$ cat config.mk
export PLATFORM = sky130hd
export DESIGN_NAME = isbc_top
export DESIGN_NICKNAME = d
export VERILOG_FILES = /design/src/hw/isbc_sink_timer.v /design/src/hw/isbc_top.v
export VERILOG_INCLUDE_DIRS = /design/src /design/src/hw
export SDC_FILE = /design/constraint.sdc
export NUM_CORES = 1
export LEC_CHECK = 0
export BUFFER_PORTS_ARGS = -buffer_cell sky130_fd_sc_hd__buf_2
export CORE_ASPECT_RATIO = 1.1
export CORE_MARGIN = 4
export CORE_UTILIZATION = 44
export CTS_BUF_LIST = sky130_fd_sc_hd__clkbuf_8
export CTS_CLUSTER_DIAMETER = 30
export CTS_CLUSTER_SIZE = 30
export DETAILED_ROUTE_END_ITERATION = 8
export PLACE_DENSITY_LB_ADDON = 0.2
export REMOVE_ABC_BUFFERS = 1
export SYNTH_ARGS = -nofsm -noshare
export SYNTH_HDL_FRONTEND = slang
export SYNTH_SLANG_ARGS = --single-unit
$ cat constraint.sdc
create_clock -name clock -period 8.8 [get_ports clock]
set_clock_uncertainty 0.1 [all_clocks]
set_input_delay 0.88 -clock clock [delete_from_list [all_inputs] [get_ports clock]]
set_output_delay 0.88 -clock clock [all_outputs]
set_load 0.005 [all_outputs]
$ cat src/hw/isbc_consts.vh
/*
 Constants for the independent sink blink control block: register
 offsets, field positions, reset values and timing counts.
 Assumes a 100 MHz core clock and an 8-bit register port.
*/
`ifndef ISBC_CONSTS_VH
`define ISBC_CONSTS_VH

// ----------------------------------------------------------------
// Register offsets
// ----------------------------------------------------------------
`define ISBC_ADDR_FADE_LAW     8'h0F
`define ISBC_ADDR_SINK_ENABLE  8'h10
`define ISBC_ADDR_TIME_UPPER   8'h11
`define ISBC_ADDR_TIME_LOWER   8'h12

// ----------------------------------------------------------------
// Field positions and reset values
// ----------------------------------------------------------------
`define ISBC_LAW_MSB           1
`define ISBC_ON_TIME_MSB       7
`define ISBC_ON_TIME_LSB       6
`define ISBC_SINK_COUNT        7
`define ISBC_RESET_VALUE       8'h00

// ----------------------------------------------------------------
// Timing: times in ms, time base tick of 1 ms
// ----------------------------------------------------------------
`define ISBC_CLOCK_HZ          100000000
`define ISBC_TICK_MS           1
`define ISBC_TICK_CYCLES       (`ISBC_CLOCK_HZ / 1000 * `ISBC_TICK_MS)
`define ISBC_ON_MS_0           200
`define ISBC_ON_MS_1           600
`define ISBC_ON_MS_2           800
`define ISBC_ON_MS_3           1200
`define ISBC_OFF_MS_1          600
`define ISBC_OFF_MS_2          1200
`define ISBC_OFF_MS_3          1800

`endif

$ cat src/hw/isbc_sink_timer.v
/*
 One sink's on/off phase timer, counting time base ticks.
 Assumes tick is a one-cycle pulse in the clock domain.
*/
`timescale 1ns/1ps
`default_nettype none
`include "isbc_consts.vh"

module isbc_sink_timer #(
	parameter CNT_W = 11
) (
	input  wire             clock,
	input  wire             reset,
	input  wire             clk_en,
	input  wire             tick,
	input  wire             enable,
	input  wire             restart,
	input  wire [1:0]       on_code,
	input  wire [1:0]       dark_code,
	output reg              lit_r
);

	// ----------------------------------------------------------------
	// Period lookup
	// ----------------------------------------------------------------
	localparam [31:0] ON_T0   = `ISBC_ON_MS_0 / `ISBC_TICK_MS;
	localparam [31:0] ON_T1   = `ISBC_ON_MS_1 / `ISBC_TICK_MS;
	localparam [31:0] ON_T2   = `ISBC_ON_MS_2 / `ISBC_TICK_MS;
	localparam [31:0] ON_T3   = `ISBC_ON_MS_3 / `ISBC_TICK_MS;
	localparam [31:0] DARK_T1 = `ISBC_OFF_MS_1 / `ISBC_TICK_MS;
	localparam [31:0] DARK_T2 = `ISBC_OFF_MS_2 / `ISBC_TICK_MS;
	localparam [31:0] DARK_T3 = `ISBC_OFF_MS_3 / `ISBC_TICK_MS;

	function [CNT_W-1:0] on_ticks;
		input [1:0] code;
		begin
			case (code)
				2'b00:   on_ticks = ON_T0[CNT_W-1:0];
				2'b01:   on_ticks = ON_T1[CNT_W-1:0];
				2'b10:   on_ticks = ON_T2[CNT_W-1:0];
				default: on_ticks = ON_T3[CNT_W-1:0];
			endcase
		end
	endfunction

	function [CNT_W-1:0] dark_ticks;
		input [1:0] code;
		begin
			case (code)
				2'b01:   dark_ticks = DARK_T1[CNT_W-1:0];
				2'b10:   dark_ticks = DARK_T2[CNT_W-1:0];
				default: dark_ticks = DARK_T3[CNT_W-1:0];
			endcase
		end
	endfunction

	// ----------------------------------------------------------------
	// Phase state machine
	// ----------------------------------------------------------------
	localparam ST_IDLE = 2'b00;
	localparam ST_ON   = 2'b01;
	localparam ST_DARK = 2'b10;

	reg [1:0]       state_r;
	reg [CNT_W-1:0] count_r;

	always @(posedge clock or posedge reset) begin
		if (reset) begin
			state_r <= ST_IDLE;
			count_r <= {CNT_W{1'b0}};
			lit_r   <= 1'b0;
		end else if (clk_en) begin
			if (!enable) begin
				state_r <= ST_IDLE;
				lit_r   <= 1'b0;
			end else if (restart || state_r == ST_IDLE) begin
				state_r <= ST_ON;
				count_r <= on_ticks(on_code);
				lit_r   <= 1'b1;
			end else begin
				case (state_r)
					ST_ON: begin
						if (dark_code == 2'b00) begin
							lit_r <= 1'b1;
						end else if (tick) begin
							if (count_r <= 1) begin
								state_r <= ST_DARK;
								count_r <= dark_ticks(dark_code);
								lit_r   <= 1'b0;
							end else begin
								count_r <= count_r - 1'b1;
							end
						end
					end
					ST_DARK: begin
						if (dark_code == 2'b00) begin
							state_r <= ST_ON;
							count_r <= on_ticks(on_code);
							lit_r   <= 1'b1;
						end else if (tick) begin
							if (count_r <= 1) begin
								state_r <= ST_ON;
								count_r <= on_ticks(on_code);
								lit_r   <= 1'b1;
							end else begin
								count_r <= count_r - 1'b1;
							end
						end
					end
					default: begin
						state_r <= ST_IDLE;
						lit_r   <= 1'b0;
					end
				endcase
			end
		end
	end

endmodule // isbc_sink_timer

`default_nettype wire

$ cat src/hw/isbc_top.v
/*
 Independent sink blink control: registers for fade law, sink enables
 and blink times, plus seven per-sink blink timers.
 Assumes the serial port front end delivers byte writes and reads as
 same-clock strobes with address and data.
*/
// How it works
// - The fade law field in bits 1:0 picks linear, square or two cubic transfer laws.
// - The enable register holds one on bit per sink, bit 0 for sink 1 to bit 6 for sink 7, bit 7 reserved.
// - Bits 7:6 of the upper time register pick an on time of 0.2, 0.6, 0.8 or 1.2 s.
// - The on time applies only to an enabled sink whose dark time is not disabled, then the sink goes dark.
// - Sinks 7, 6, 5 take dark time codes from bits 5:4, 3:2, 1:0: disabled, 0.6, 1.2 or 1.8 s.
// - An enabled sink with dark code 00 stays on without blinking.
// - With a nonzero dark code the sink alternates dark period and shared on period.
// - Sinks enabled in one write start their sequences together.
// - Sinks 4 to 1 take dark codes from bits 7:6 to 1:0 of the lower time register.
`timescale 1ns/1ps
`default_nettype none
`include "isbc_consts.vh"

module isbc_top #(
	parameter TICK_CYCLES = `ISBC_TICK_CYCLES
) (
	input  wire       clock,
	input  wire       reset,
	input  wire       clk_en,
	input  wire       reg_wr,
	input  wire       reg_rd,
	input  wire [7:0] reg_addr,
	input  wire [7:0] reg_wdata,
	output reg  [7:0] reg_rdata,
	output reg  [1:0] sink_fade_law,
	output reg  [6:0] sink_lit
);

	localparam NSINK = `ISBC_SINK_COUNT;

	// ----------------------------------------------------------------
	// Registers
	// ----------------------------------------------------------------
	reg [1:0] fade_law_r;
	reg [6:0] sink_on_r;
	reg [7:0] time_upper_r;
	reg [7:0] time_lower_r;
	reg [6:0] start_r;
	reg [31:0] tick_cnt_r;
	reg        tick_r;

	wire [13:0] dark_codes = {time_upper_r[5:0], time_lower_r};
	wire [1:0]  blink_on_time = time_upper_r[7:6];
	wire [6:0]  lit_w;

	always @(posedge clock or posedge reset) begin
		if (reset) begin
			fade_law_r   <= 2'b00;
			sink_on_r    <= 7'h00;
			time_upper_r <= `ISBC_RESET_VALUE;
			time_lower_r <= `ISBC_RESET_VALUE;
			start_r      <= 7'h00;
		end else if (clk_en) begin
			start_r <= 7'h00;
			if (reg_wr) begin
				case (reg_addr)
					`ISBC_ADDR_FADE_LAW:
						fade_law_r <= reg_wdata[1:0];
					`ISBC_ADDR_SINK_ENABLE: begin
						sink_on_r <= reg_wdata[6:0];
						start_r   <= reg_wdata[6:0] & ~sink_on_r;
					end
					`ISBC_ADDR_TIME_UPPER:
						time_upper_r <= reg_wdata;
					`ISBC_ADDR_TIME_LOWER:
						time_lower_r <= reg_wdata;
					default: ;
				endcase
			end
		end
	end

	// ----------------------------------------------------------------
	// Read port and outputs
	// ----------------------------------------------------------------
	always @(posedge clock or posedge reset) begin
		if (reset) begin
			reg_rdata     <= 8'h00;
			sink_fade_law <= 2'b00;
			sink_lit      <= 7'h00;
		end else if (clk_en) begin
			sink_fade_law <= fade_law_r;
			sink_lit      <= lit_w & sink_on_r;
			if (reg_rd) begin
				case (reg_addr)
					`ISBC_ADDR_FADE_LAW:    reg_rdata <= {6'h00, fade_law_r};
					`ISBC_ADDR_SINK_ENABLE: reg_rdata <= {1'b0, sink_on_r};
					`ISBC_ADDR_TIME_UPPER:  reg_rdata <= time_upper_r;
					`ISBC_ADDR_TIME_LOWER:  reg_rdata <= time_lower_r;
					default:                reg_rdata <= 8'h00;
				endcase
			end
		end
	end

	// ----------------------------------------------------------------
	// Time base
	// ----------------------------------------------------------------
	always @(posedge clock or posedge reset) begin
		if (reset) begin
			tick_cnt_r <= 32'h0000_0000;
			tick_r     <= 1'b0;
		end else if (clk_en) begin
			if (tick_cnt_r >= TICK_CYCLES - 1) begin
				tick_cnt_r <= 32'h0000_0000;
				tick_r     <= 1'b1;
			end else begin
				tick_cnt_r <= tick_cnt_r + 32'h0000_0001;
				tick_r     <= 1'b0;
			end
		end
	end

	// ----------------------------------------------------------------
	// Per-sink timers
	// ----------------------------------------------------------------
	genvar g;
	generate
		for (g = 0; g < NSINK; g = g + 1) begin : g_sink
			isbc_sink_timer u_timer (
				.clock     (clock),
				.reset     (reset),
				.clk_en    (clk_en),
				.tick      (tick_r),
				.enable    (sink_on_r[g]),
				.restart   (start_r[g]),
				.on_code   (blink_on_time),
				.dark_code (dark_codes[2*g+1:2*g]),
				.lit_r     (lit_w[g])
			);
		end
	endgenerate

endmodule // isbc_top

`default_nettype wire

# Yosys cells after proc, flatten, opt, wreduce, memory -nomap -nowiden
# Cells that the tools add are included.
# totals
wordCells	404
out_inout_bits	17
inputBits	21
reg_bits	180
# op_classes
add_sub_neg	8
reduce_logical	55
mux	195
order_cmp	8
eq_ne	104
n_bitwise	3
# ops
cell	count
$mux W11	49
$pmux W11 S2	14
$mux W2	56
$reduce_and A6 Y1	14
$le A11 B1 Y1 const B	7
$sub A11 B1 Y11 const B	7
$ne A5 B2 Y1 const B	14
$ne A5 B3 Y1 const B	14
$mux W1	57
$ne A4 B2 Y1 const B	14
$ne A4 B3 Y1 const B	14
$ne A3 B2 Y1 const B	14
$reduce_and A5 Y1	7
$pmux W11 S3	1
$add A32 B1 Y32 const B	1
$ge A32 B17 Y1 const B	1
$mux W32	1
$pmux W8 S4	1
$eq A2 B1 Y1 const B	15
$eq A2 B2 Y1 const B	15
$logic_not A2 Y1	15
$pmux W2 S2	7
$eq A8 B5 Y1 const B	3
$reduce_bool A3 Y1	7
8 further kinds	25

# Logic depth before layout (Yosys ltp)
# Gate-level depths: netlist of run 1.
# depth
word_depth	7
mapped_depth	10
mapped_depth_nobuf	8

# By module
# From an unflattened synthesis of run 1, not the netlist that was laid out.
# hier_totals
hier_cells	1544
hier_area_um2	13474.2
# modules_own_cells
mod	seq_area_each_um2	instances	cells_each	area_per_inst_um2
isbc_sink_timer (g_sink[1].u_timer ...)	350.3	5	165	1347.5
isbc_top	2052.0	1	370	3912.5
isbc_sink_timer (g_sink[2].u_timer)	350.3	1	171	1416.4
isbc_sink_timer (g_sink[0].u_timer)	350.3	1	178	1407.6

# Worst setup path before layout of run 1
# Ideal clock, no wire load.
# synth_path
kind	input port to flip-flop
startpoint	in clk_en
endpoint	reg g_sink[0].u_timer.state_r[1]
setup_ns	0.142
n_path_buf	5
required_time_ns	8.558
arrival_time_ns	2.327
cell_stages	6
path_slack_ns	6.231
cell_sequence	clkbuf_1 clkbuf_1 clkbuf_1 clkbuf_1 buf_1 a31oi_1
# synth_via
elab_chain_cells	1
# synth_lines
item	line	text
from (decl)	isbc_top.v:26	input wire clk_en,
$reduce_and A6 Y1 (no source line)	--	
to (signal assigned)	isbc_sink_timer.v:69	state_r <= ST_IDLE;
to (signal assigned)	isbc_sink_timer.v:74	state_r <= ST_IDLE;
to (signal assigned)	isbc_sink_timer.v:77	state_r <= ST_ON;
to (decl)	isbc_sink_timer.v:64	reg [1:0] state_r;
# Every way passes these cells.
# A chain may end at the register's enable or synchronous reset.

# Worst setup path in the final report of run 1
# layout_path
startpoint	reg time_lower_r[5]
endpoint	reg g_sink[2].u_timer.count_r[4]
# layout_via
elab_chain_cells	7
elab_cells_between_ends	13
classes_between	4 x eq/ne; 7 x mux; 2 x reduce/logical
# layout_lines
item	line	text
from (decl)	isbc_top.v:44	reg [7:0] time_lower_r;
from (signal assigned)	isbc_top.v:58	time_lower_r <= `ISBC_RESET_VALUE;
from (signal assigned)	isbc_top.v:73	time_lower_r <= reg_wdata;
$eq A2 B2 Y1 or $eq A2 B1 Y1 (tied branches)	isbc_sink_timer.v:49	case (code)
$pmux W11 S2	isbc_sink_timer.v:49	
$mux W11	isbc_sink_timer.v:86	if (count_r <= 1) begin
$mux W11	isbc_sink_timer.v:85	end else if (tick) begin
$mux W11	isbc_sink_timer.v:83	if (dark_code == 2'b00) begin
$pmux W11 S2	isbc_sink_timer.v:81	case (state_r)
$mux W11	isbc_sink_timer.v:76	end else if (restart || state_r == ST_IDLE) begin
to (signal assigned)	isbc_sink_timer.v:78	count_r <= on_ticks(on_code);
to (signal assigned)	isbc_sink_timer.v:88	count_r <= dark_ticks(dark_code);
to (signal assigned)	isbc_sink_timer.v:91	count_r <= count_r - 1'b1;
to (decl)	isbc_sink_timer.v:65	reg [CNT_W-1:0] count_r;
# Parallel ways exist; a longest one is shown, timed or not. The select of a mux whose other input is x is not followed.

==> results by group, run 1 <==
Clocking
  – Clock-pin slew on the worst setup and hold paths: 0.10 ns
  – Clk_lat worst skew: 0.47 ns
  – CTS tree: built
  – # H-tree levels: 4
  – Post-CTS Hold Buffers: 0
  – Cts repair resizes: 0
  – Postcts setup bufs: 0
  – Number of buffers created by CTS: 17
  – Root Driver: clkbuf_8
  – Sink Count: 180
  – Clock Path Buffers: 2

Hold path
  – Hold path cells: 2
  – Hold Path Class: reg -> reg

Yosys
  – FF+latch count, synth: 180
  – Synth unique cells: 81
  – Mapped Cells: 1,497
  – Leading cell types by total area after synthesis: dfrtp_1 36%, ha_1 7.5%, o21ai_0 5.1%
  – Syn Std Cell Area: 12,500 µm²
  – Cell taking the most area after synthesis: dfrtp_1
  – Ys Warns: 0
  – Syn Area/Cell: 8.33 µm²
  – Share of flip-flops with an asynchronous set or reset: 1.00
  – EDFF count, synth: 0
  – Top_reg_cell synth: dfrtp_1
  – Synth top area share: 0.361
  – Register area share after synthesis: 0.361

Critical path
  – Crit path cell chain: inv_1 -> ha_1 -> inv_1 -> a21oi_1 -> o21ai_0 -> a21oi_1 -> o21ai_0 -> o32a_1
  – Startpoint types: flip-flop
  – Crit-path max cell delay: 0.67 ns
  – Buf+Inv Stages, Crit Path: 2
  – Stages on worst setup path: 8
  – CP endpoint kind: flip-flop
  – Reg2reg setup slack: 5.69 ns
  – R2R cell count: 8
  – WP data arrival: 3.38 ns
  – Worst path slowest cell: a21oi_1
  – Crit Path Max Fanout: 14
  – Crit path kind: reg -> reg
  – Worst EP required: 9.06 ns
  – CP top delay family: compound AO/OA/AOI/OAI gates

STA
  – Slew HR: 0.196
  – Setup ws final: 5.69 ns
  – Tightest hold margin: 0.407 ns
  – Crit path time final: 3.11 ns
  – Fmax: 321 MHz
  – RSZ-0062 raised after global routing: no
  – Final Cycle Share: 0.354
  – Final setup violation count: 0
  – Worst Tran Pin Value: 1.21 ns
  – Max Slew Vio Count: 0
  – Final TNS setup: 0 ns
  – Endpoints failing hold: 0

Run status
  – Outcome: complete, no violations

Route
  – Routed Antenna Nets: 0
  – DRC viols: 0
  – Routed len/inst: 18.9 µm
  – Vias post-DR: 11,300
  – DRT iter0 DRCs: 1,024
  – Vias per inst: 6.09
  – Post-detailed-routing wire length: 35,100 µm
  – 1st-pass router iterations: 5

Die
  – Initial Util: 0.447
  – IO Count: 38
  – Die Wd: 169 µm
  – Total core area: 27,900 µm²
  – Num rows: 64
  – Die Height: 185 µm
  – Floorplan die area: 31,100 µm²

Finish
  – Fin util: 0.475
  – Post-route design area: 13,200 µm²
  – Post-layout nets: 1,576
  – Layout fillers: 2,748
  – Sequential cell area: 4500 µm²
  – Leading cell types in the layout, fill and taps excluded: 180 x dfrtp_1, 143 x nand2_1, 142 x nor2_1
  – Antenna fix cells: 0
  – Multi-input gate area: 7320 µm²
  – Layout cells sized above 1: 0.0817
  – Most common cell after layout, fill and taps aside: dfrtp_1
  – Area grow syn2layout: 6.18%

Global route
  – Number of global-route vias before repair: 10,800
  – Largest net degree at the start of global routing: 106
  – Initial antenna violation count: 0
  – GRT overflow: 0
  – First-pass GRT wire length: 57,500 µm
  – Total track usage: 0.227

Placed design
  – Placed Area: 12,900 µm²
  – Detailed placement HPWL: 24,500 µm
  – GP Congestion: 0.904
  – Worst slack at placement: 5.37 ns
  – Port-buffer cells: 37

Job
  – Max-Cap Viols: 0

Power
  – PD cells: 170 nW/µm²
  – Leak: 5.53 nW
  – Peak VDD IR: 0.0774 mV
-- worst register-to-register path, stage by stage, from the launching register on --
cell and delay (ns):
dfrtp_1 0.44, inv_1 0.13, ha_1 0.50, inv_1 0.18, a21oi_1 0.25, o21ai_0 0.22
a21oi_1 0.67, o21ai_0 0.20, o32a_1 0.32
-- routing by layer --
| metal | global-route usage | routed length (µm) | vias to the layer above | part of all wire |
|---|---|---|---|---|
| li1 | - | - | 5418 | - |
| met1 | 0.314 | 16100 | 5488 | 0.46 |
| met2 | 0.371 | 16500 | 351 | 0.47 |
| met3 | 0.0305 | 1720 | 50 | 0.049 |
| met4 | 0.0688 | 779 | 0 | 0.022 |
| met5 | 0 | 0 | - | 0 |
-- state kept, by name, indices dropped and copies added, names as in the netlist --
| register | count |
|---|---|
| g_sink.u_timer.count_r | 77 |
| tick_cnt_r | 32 |
| g_sink.u_timer.state_r | 14 |
| reg_rdata | 8 |
| time_lower_r | 8 |
| time_upper_r | 8 |
| g_sink.u_timer.lit_r | 7 |
| sink_lit | 7 |
| sink_on_r | 7 |
| start_r | 7 |
| fade_law_r | 2 |
| sink_fade_law | 2 |
| tick_r | 1 |
-- power by group --
| group | internal (mW) | total [mW] | switching [mW] |
|---|---|---|---|
| Clock | 0.234 | 0.566 | 0.332 |
| Combinational | 0.274 | 0.676 | 0.402 |
| Sequential | 0.901 | 1.01 | 0.108 |
-- stage by stage --
step / std cells / power [mW]
3_3_place_gp: 1824 / 1.68
6_report: 1856 / 2.25
4_1_cts: 1856 / 2.26
3_5_place_dp: 1824 / 1.69
2_1_floorplan: 1418 / 1.52
5_1_grt: 1856 / 2.40
-- worst paths after layout --
check / start / endpoint
max: time_lower_r[5] / g_sink[2].u_timer.count_r[4]
min: g_sink[4].u_timer.lit_r / g_sink[4].u_timer.lit_r
max reg2reg: time_lower_r[5] / g_sink[2].u_timer.count_r[4]
min reg2reg: g_sink[4].u_timer.lit_r / g_sink[4].u_timer.lit_r
max in group asynchronous: reset / g_sink[0].u_timer.count_r[1]
min in group asynchronous: reset / tick_cnt_r[7]
-- layout make-up --
type | instances | share of cell area
clock buffers | 18 | 0.0187
clock inverters | 14 | 0.00955
inverters | 92 | 0.0267
multi-input cells | 1146 | 0.553
flip-flops and latches | 180 | 0.340
well taps | 363 | 0.0343
repair buffers | 43 | 0.0174
-- cells by family after synthesis --
| kind of cell | after synthesis | synth area share |
|---|---|---|
| AND/OR/NAND/NOR | 553 | 0.217 |
| AO/OA/AOI/OAI | 446 | 0.240 |
| flip-flops | 180 | 0.361 |
| buffers and inverters | 171 | 0.0519 |
| adder cells (fa/ha/maj) | 75 | 0.0753 |
| XOR/XNOR | 45 | 0.0316 |
| multiplexers | 27 | 0.0227 |
-- cell usage after synthesis (all sizes together), types with 11 or more instances --
cell type,instances
dfrtp,180
nor2,145
nand2,143
o21ai,130
inv,91
ha,75
a21oi,73
clkbuf,71
nor3,58
nand3,56
xnor2,30
a31oi,22
nor4,22
o211ai,19
or2,19
mux2i,17
nand4,17
nor2b,16
xor2,15
a211oi,14
and3,14
a21o,13
a22oi,13
nor3b,12
o22ai,12
o31ai,12
or3,12
a22o,11
Note: power is estimated with default switching activity, not from simulation.
==> run 2: changes to the inputs <==
==> constraint.sdc (replaced) <==
create_clock -name clock -period 3 [get_ports clock]
set_clock_uncertainty 0.1 [all_clocks]
set_input_delay 0.3 -clock clock [delete_from_list [all_inputs] [get_ports clock]]
set_output_delay 0.3 -clock clock [all_outputs]
set_load 0.005 [all_outputs]
==> run 2 against run 1 <==
  * Non-clock buffer count grew 51
  * Critical path depth is the same
  * Total power grew to 3.0 times the previous value
  * Clock-buffer cell count shrank 1
  * Die area is the same
  * Clock power grew to 2.9 times the previous value
  * First-iteration DRC count shrank 3.8%
  * Critical endpoint unchanged
  * Flip-flop and latch count is the same
  * Final area grew 3.0%
==> results by group, run 2 (synthesis gave the netlist of run 1 again) <==
Power
  – Sw Pwr: 2.56 mW
  – PD cells: 489 nW/µm²
  – Comb power frac: 0.308
  – Clock share of power: 0.248
  – Sw Ratio: 0.384
  – Reg power frac: 0.443
  – Int Power: 4.11 mW
  – Peak VDD IR: 0.226 mV
  – Overall Power: 6.67 mW
  – Leak: 5.77 nW

Finish
  – Fin util: 0.489
  – Most common cell after layout, fill and taps aside: dfrtp_1
  – Antenna fix cells: 0
  – Leading cell types in the layout, fill and taps excluded: 180 x dfrtp_1, 143 x nand2_1, 143 x nor2_1
  – Multi-input gate area: 7320 µm²
  – Area grow syn2layout: 9.37%
  – Max reg flops: 77
  – Layout cells sized above 1: 0.107
  – Largest Register: g_sink.u_timer.count_r
  – Layout fillers: 2,681
  – Biggest regs: g_sink.u_timer.count_r (77), tick_cnt_r (32), g_sink.u_timer.state_r (14)
  – Sequential cell area: 4500 µm²
  – Post-layout nets: 1,627

Die
  – IO Count: 38
  – Num rows: 64
  – Die Height: 185 µm
  – Total core area: 27,900 µm²
  – Die Wd: 169 µm
  – Floorplan die area: 31,100 µm²
  – Initial Util: 0.447

Placed design
  – GP Congestion: 0.915
  – Port-buffer cells: 37
  – Detailed placement HPWL: 25,300 µm
  – Worst slack at placement: 0.338 ns

Clocking
  – Sink Count: 180
  – Root Driver: clkbuf_8
  – Clk_lat worst skew: 0.49 ns
  – Clock-pin slew on the worst setup and hold paths: 0.11 ns
  – Number of buffers created by CTS: 17
  – Clock Path Buffers: 2
  – Postcts setup bufs: 0
  – # H-tree levels: 4
  – CTS tree: built

Global route
  – First-pass GRT wire length: 56,900 µm
  – Number of global-route vias before repair: 10,800
  – Initial antenna violation count: 0
  – Total track usage: 0.225
  – Largest net degree at the start of global routing: 62
  – GRT overflow: 0

Critical path
  – Worst R2R End: g_sink[2].u_timer.count_r[4]
  – Crit path kind: reg -> reg
  – Reg2reg setup slack: 0.33 ns
  – Crit Path Max Fanout: 9
  – R2R cell count: 8
  – Worst EP required: 3.29 ns
  – WP data arrival: 2.95 ns
  – CP endpoint kind: flip-flop
  – Startpoint types: flip-flop
  – FF-to-FF Start: time_lower_r[4]

Route
  – Routed Antenna Nets: 0
  – DRT iter0 DRCs: 985
  – Routed len/inst: 18.4 µm
  – Wire length on met3: 1830 µm
  – Vias post-DR: 11,600
  – DR WL met2: 16,200 µm
  – 1st-pass router iterations: 6
  – WL met1: 15,900 µm
  – Vias per inst: 6.08
  – DRC viols: 0
  – Post-detailed-routing wire length: 35,100 µm
  – Top sig layer: met4

STA
  – Final Cycle Share: 0.889
  – Tightest hold margin: 0.00845 ns
  – Worst Tran Pin Value: 1.18 ns
  – Endpoints failing hold: 0
  – Slew HR: 0.214
  – RSZ-0062 raised after global routing: no
  – Max Slew Vio Count: 0
  – Final setup violation count: 0
  – Fmax: 375 MHz
  – Setup ws final: 0.332 ns
  – Crit path time final: 2.67 ns

Hold path
  – Hold Path Class: in -> reg
  – Hold_sp: clk_en
  – Hold Path Sink: sink_lit[2]
  – Hold path cells: 2

Job
  – Max-Cap Viols: 0

Run status
  – Outcome: complete, no violations
[run 2: layout make-up]
type / instances / share of cell area
clock buffer: 17 / 0.0172
clock inverter: 15 / 0.00991
inverter: 92 / 0.0259
multi-input combinational: 1146 / 0.537
sequential: 180 / 0.330
tap: 363 / 0.0333
timing repair buffer: 94 / 0.0466
[run 2: worst max path at each step]
stage | from | to | slack, ns | cells past startpoint
final | time_lower_r[4] | g_sink[2].u_timer.count_r[4] | 0.33 | 8
after global routing | time_lower_r[4] | g_sink[2].u_timer.count_r[4] | 0.22 | 8
after CTS | time_lower_r[4] | g_sink[2].u_timer.count_r[4] | 0.35 | 8
after detailed placement | time_lower_r[4] | g_sink[2].u_timer.count_r[4] | 0.34 | 8
after global placement | time_lower_r[4] | g_sink[2].u_timer.count_r[4] | 0.44 | 8
after floorplan | reset | fade_law_r[0] | -2.29 | 1
[run 2: metal layers]
| metal | vias to the layer above | track usage |
|---|---|---|
| met5 | - | 0 |
| met4 | 0 | 0.0786 |
| met3 | 79 | 0.0341 |
| met2 | 416 | 0.366 |
| met1 | 5568 | 0.307 |
| li1 | 5534 | - |
[run 2: per-stage QoR]
stage	std cells	instance area [µm²]	TNS [ns]
after floorplan	1418	12200	-411.65
final	1907	13600	0
after global placement	1866	13200	0
after global routing	1907	13600	0
after detailed placement	1866	13200	0
after CTS	1907	13600	0
[run 2: repair_timing]
item | CTS | global route
gates resized for setup | 0 | 0
hold buffers | 9 | 0
endpoints found under the hold margin | 67 | 0
[run 2: critical path, cell delays in order (launching register included)]
cell     delay (ns)
dfrtp_1        0.44
inv_1          0.14
ha_1           0.21
inv_1          0.09
a21oi_1        0.24
o21ai_0        0.22
a21oi_1        0.63
o21ai_0        0.19
o32a_1         0.32
[run 2: power by group through the flow]
| stage | combinational (mW) | clock [mW] | sequential [mW] |
|---|---|---|---|
| finish | 2.06 | 1.66 | 2.96 |
| global route | 2.27 | 1.82 | 3.00 |
| CTS | 2.03 | 1.70 | 2.95 |
| detailed placement | 2.01 | 0 | 3.00 |
| global placement | 1.99 | 0 | 2.99 |
| floorplan | 1.53 | 0 | 2.92 |
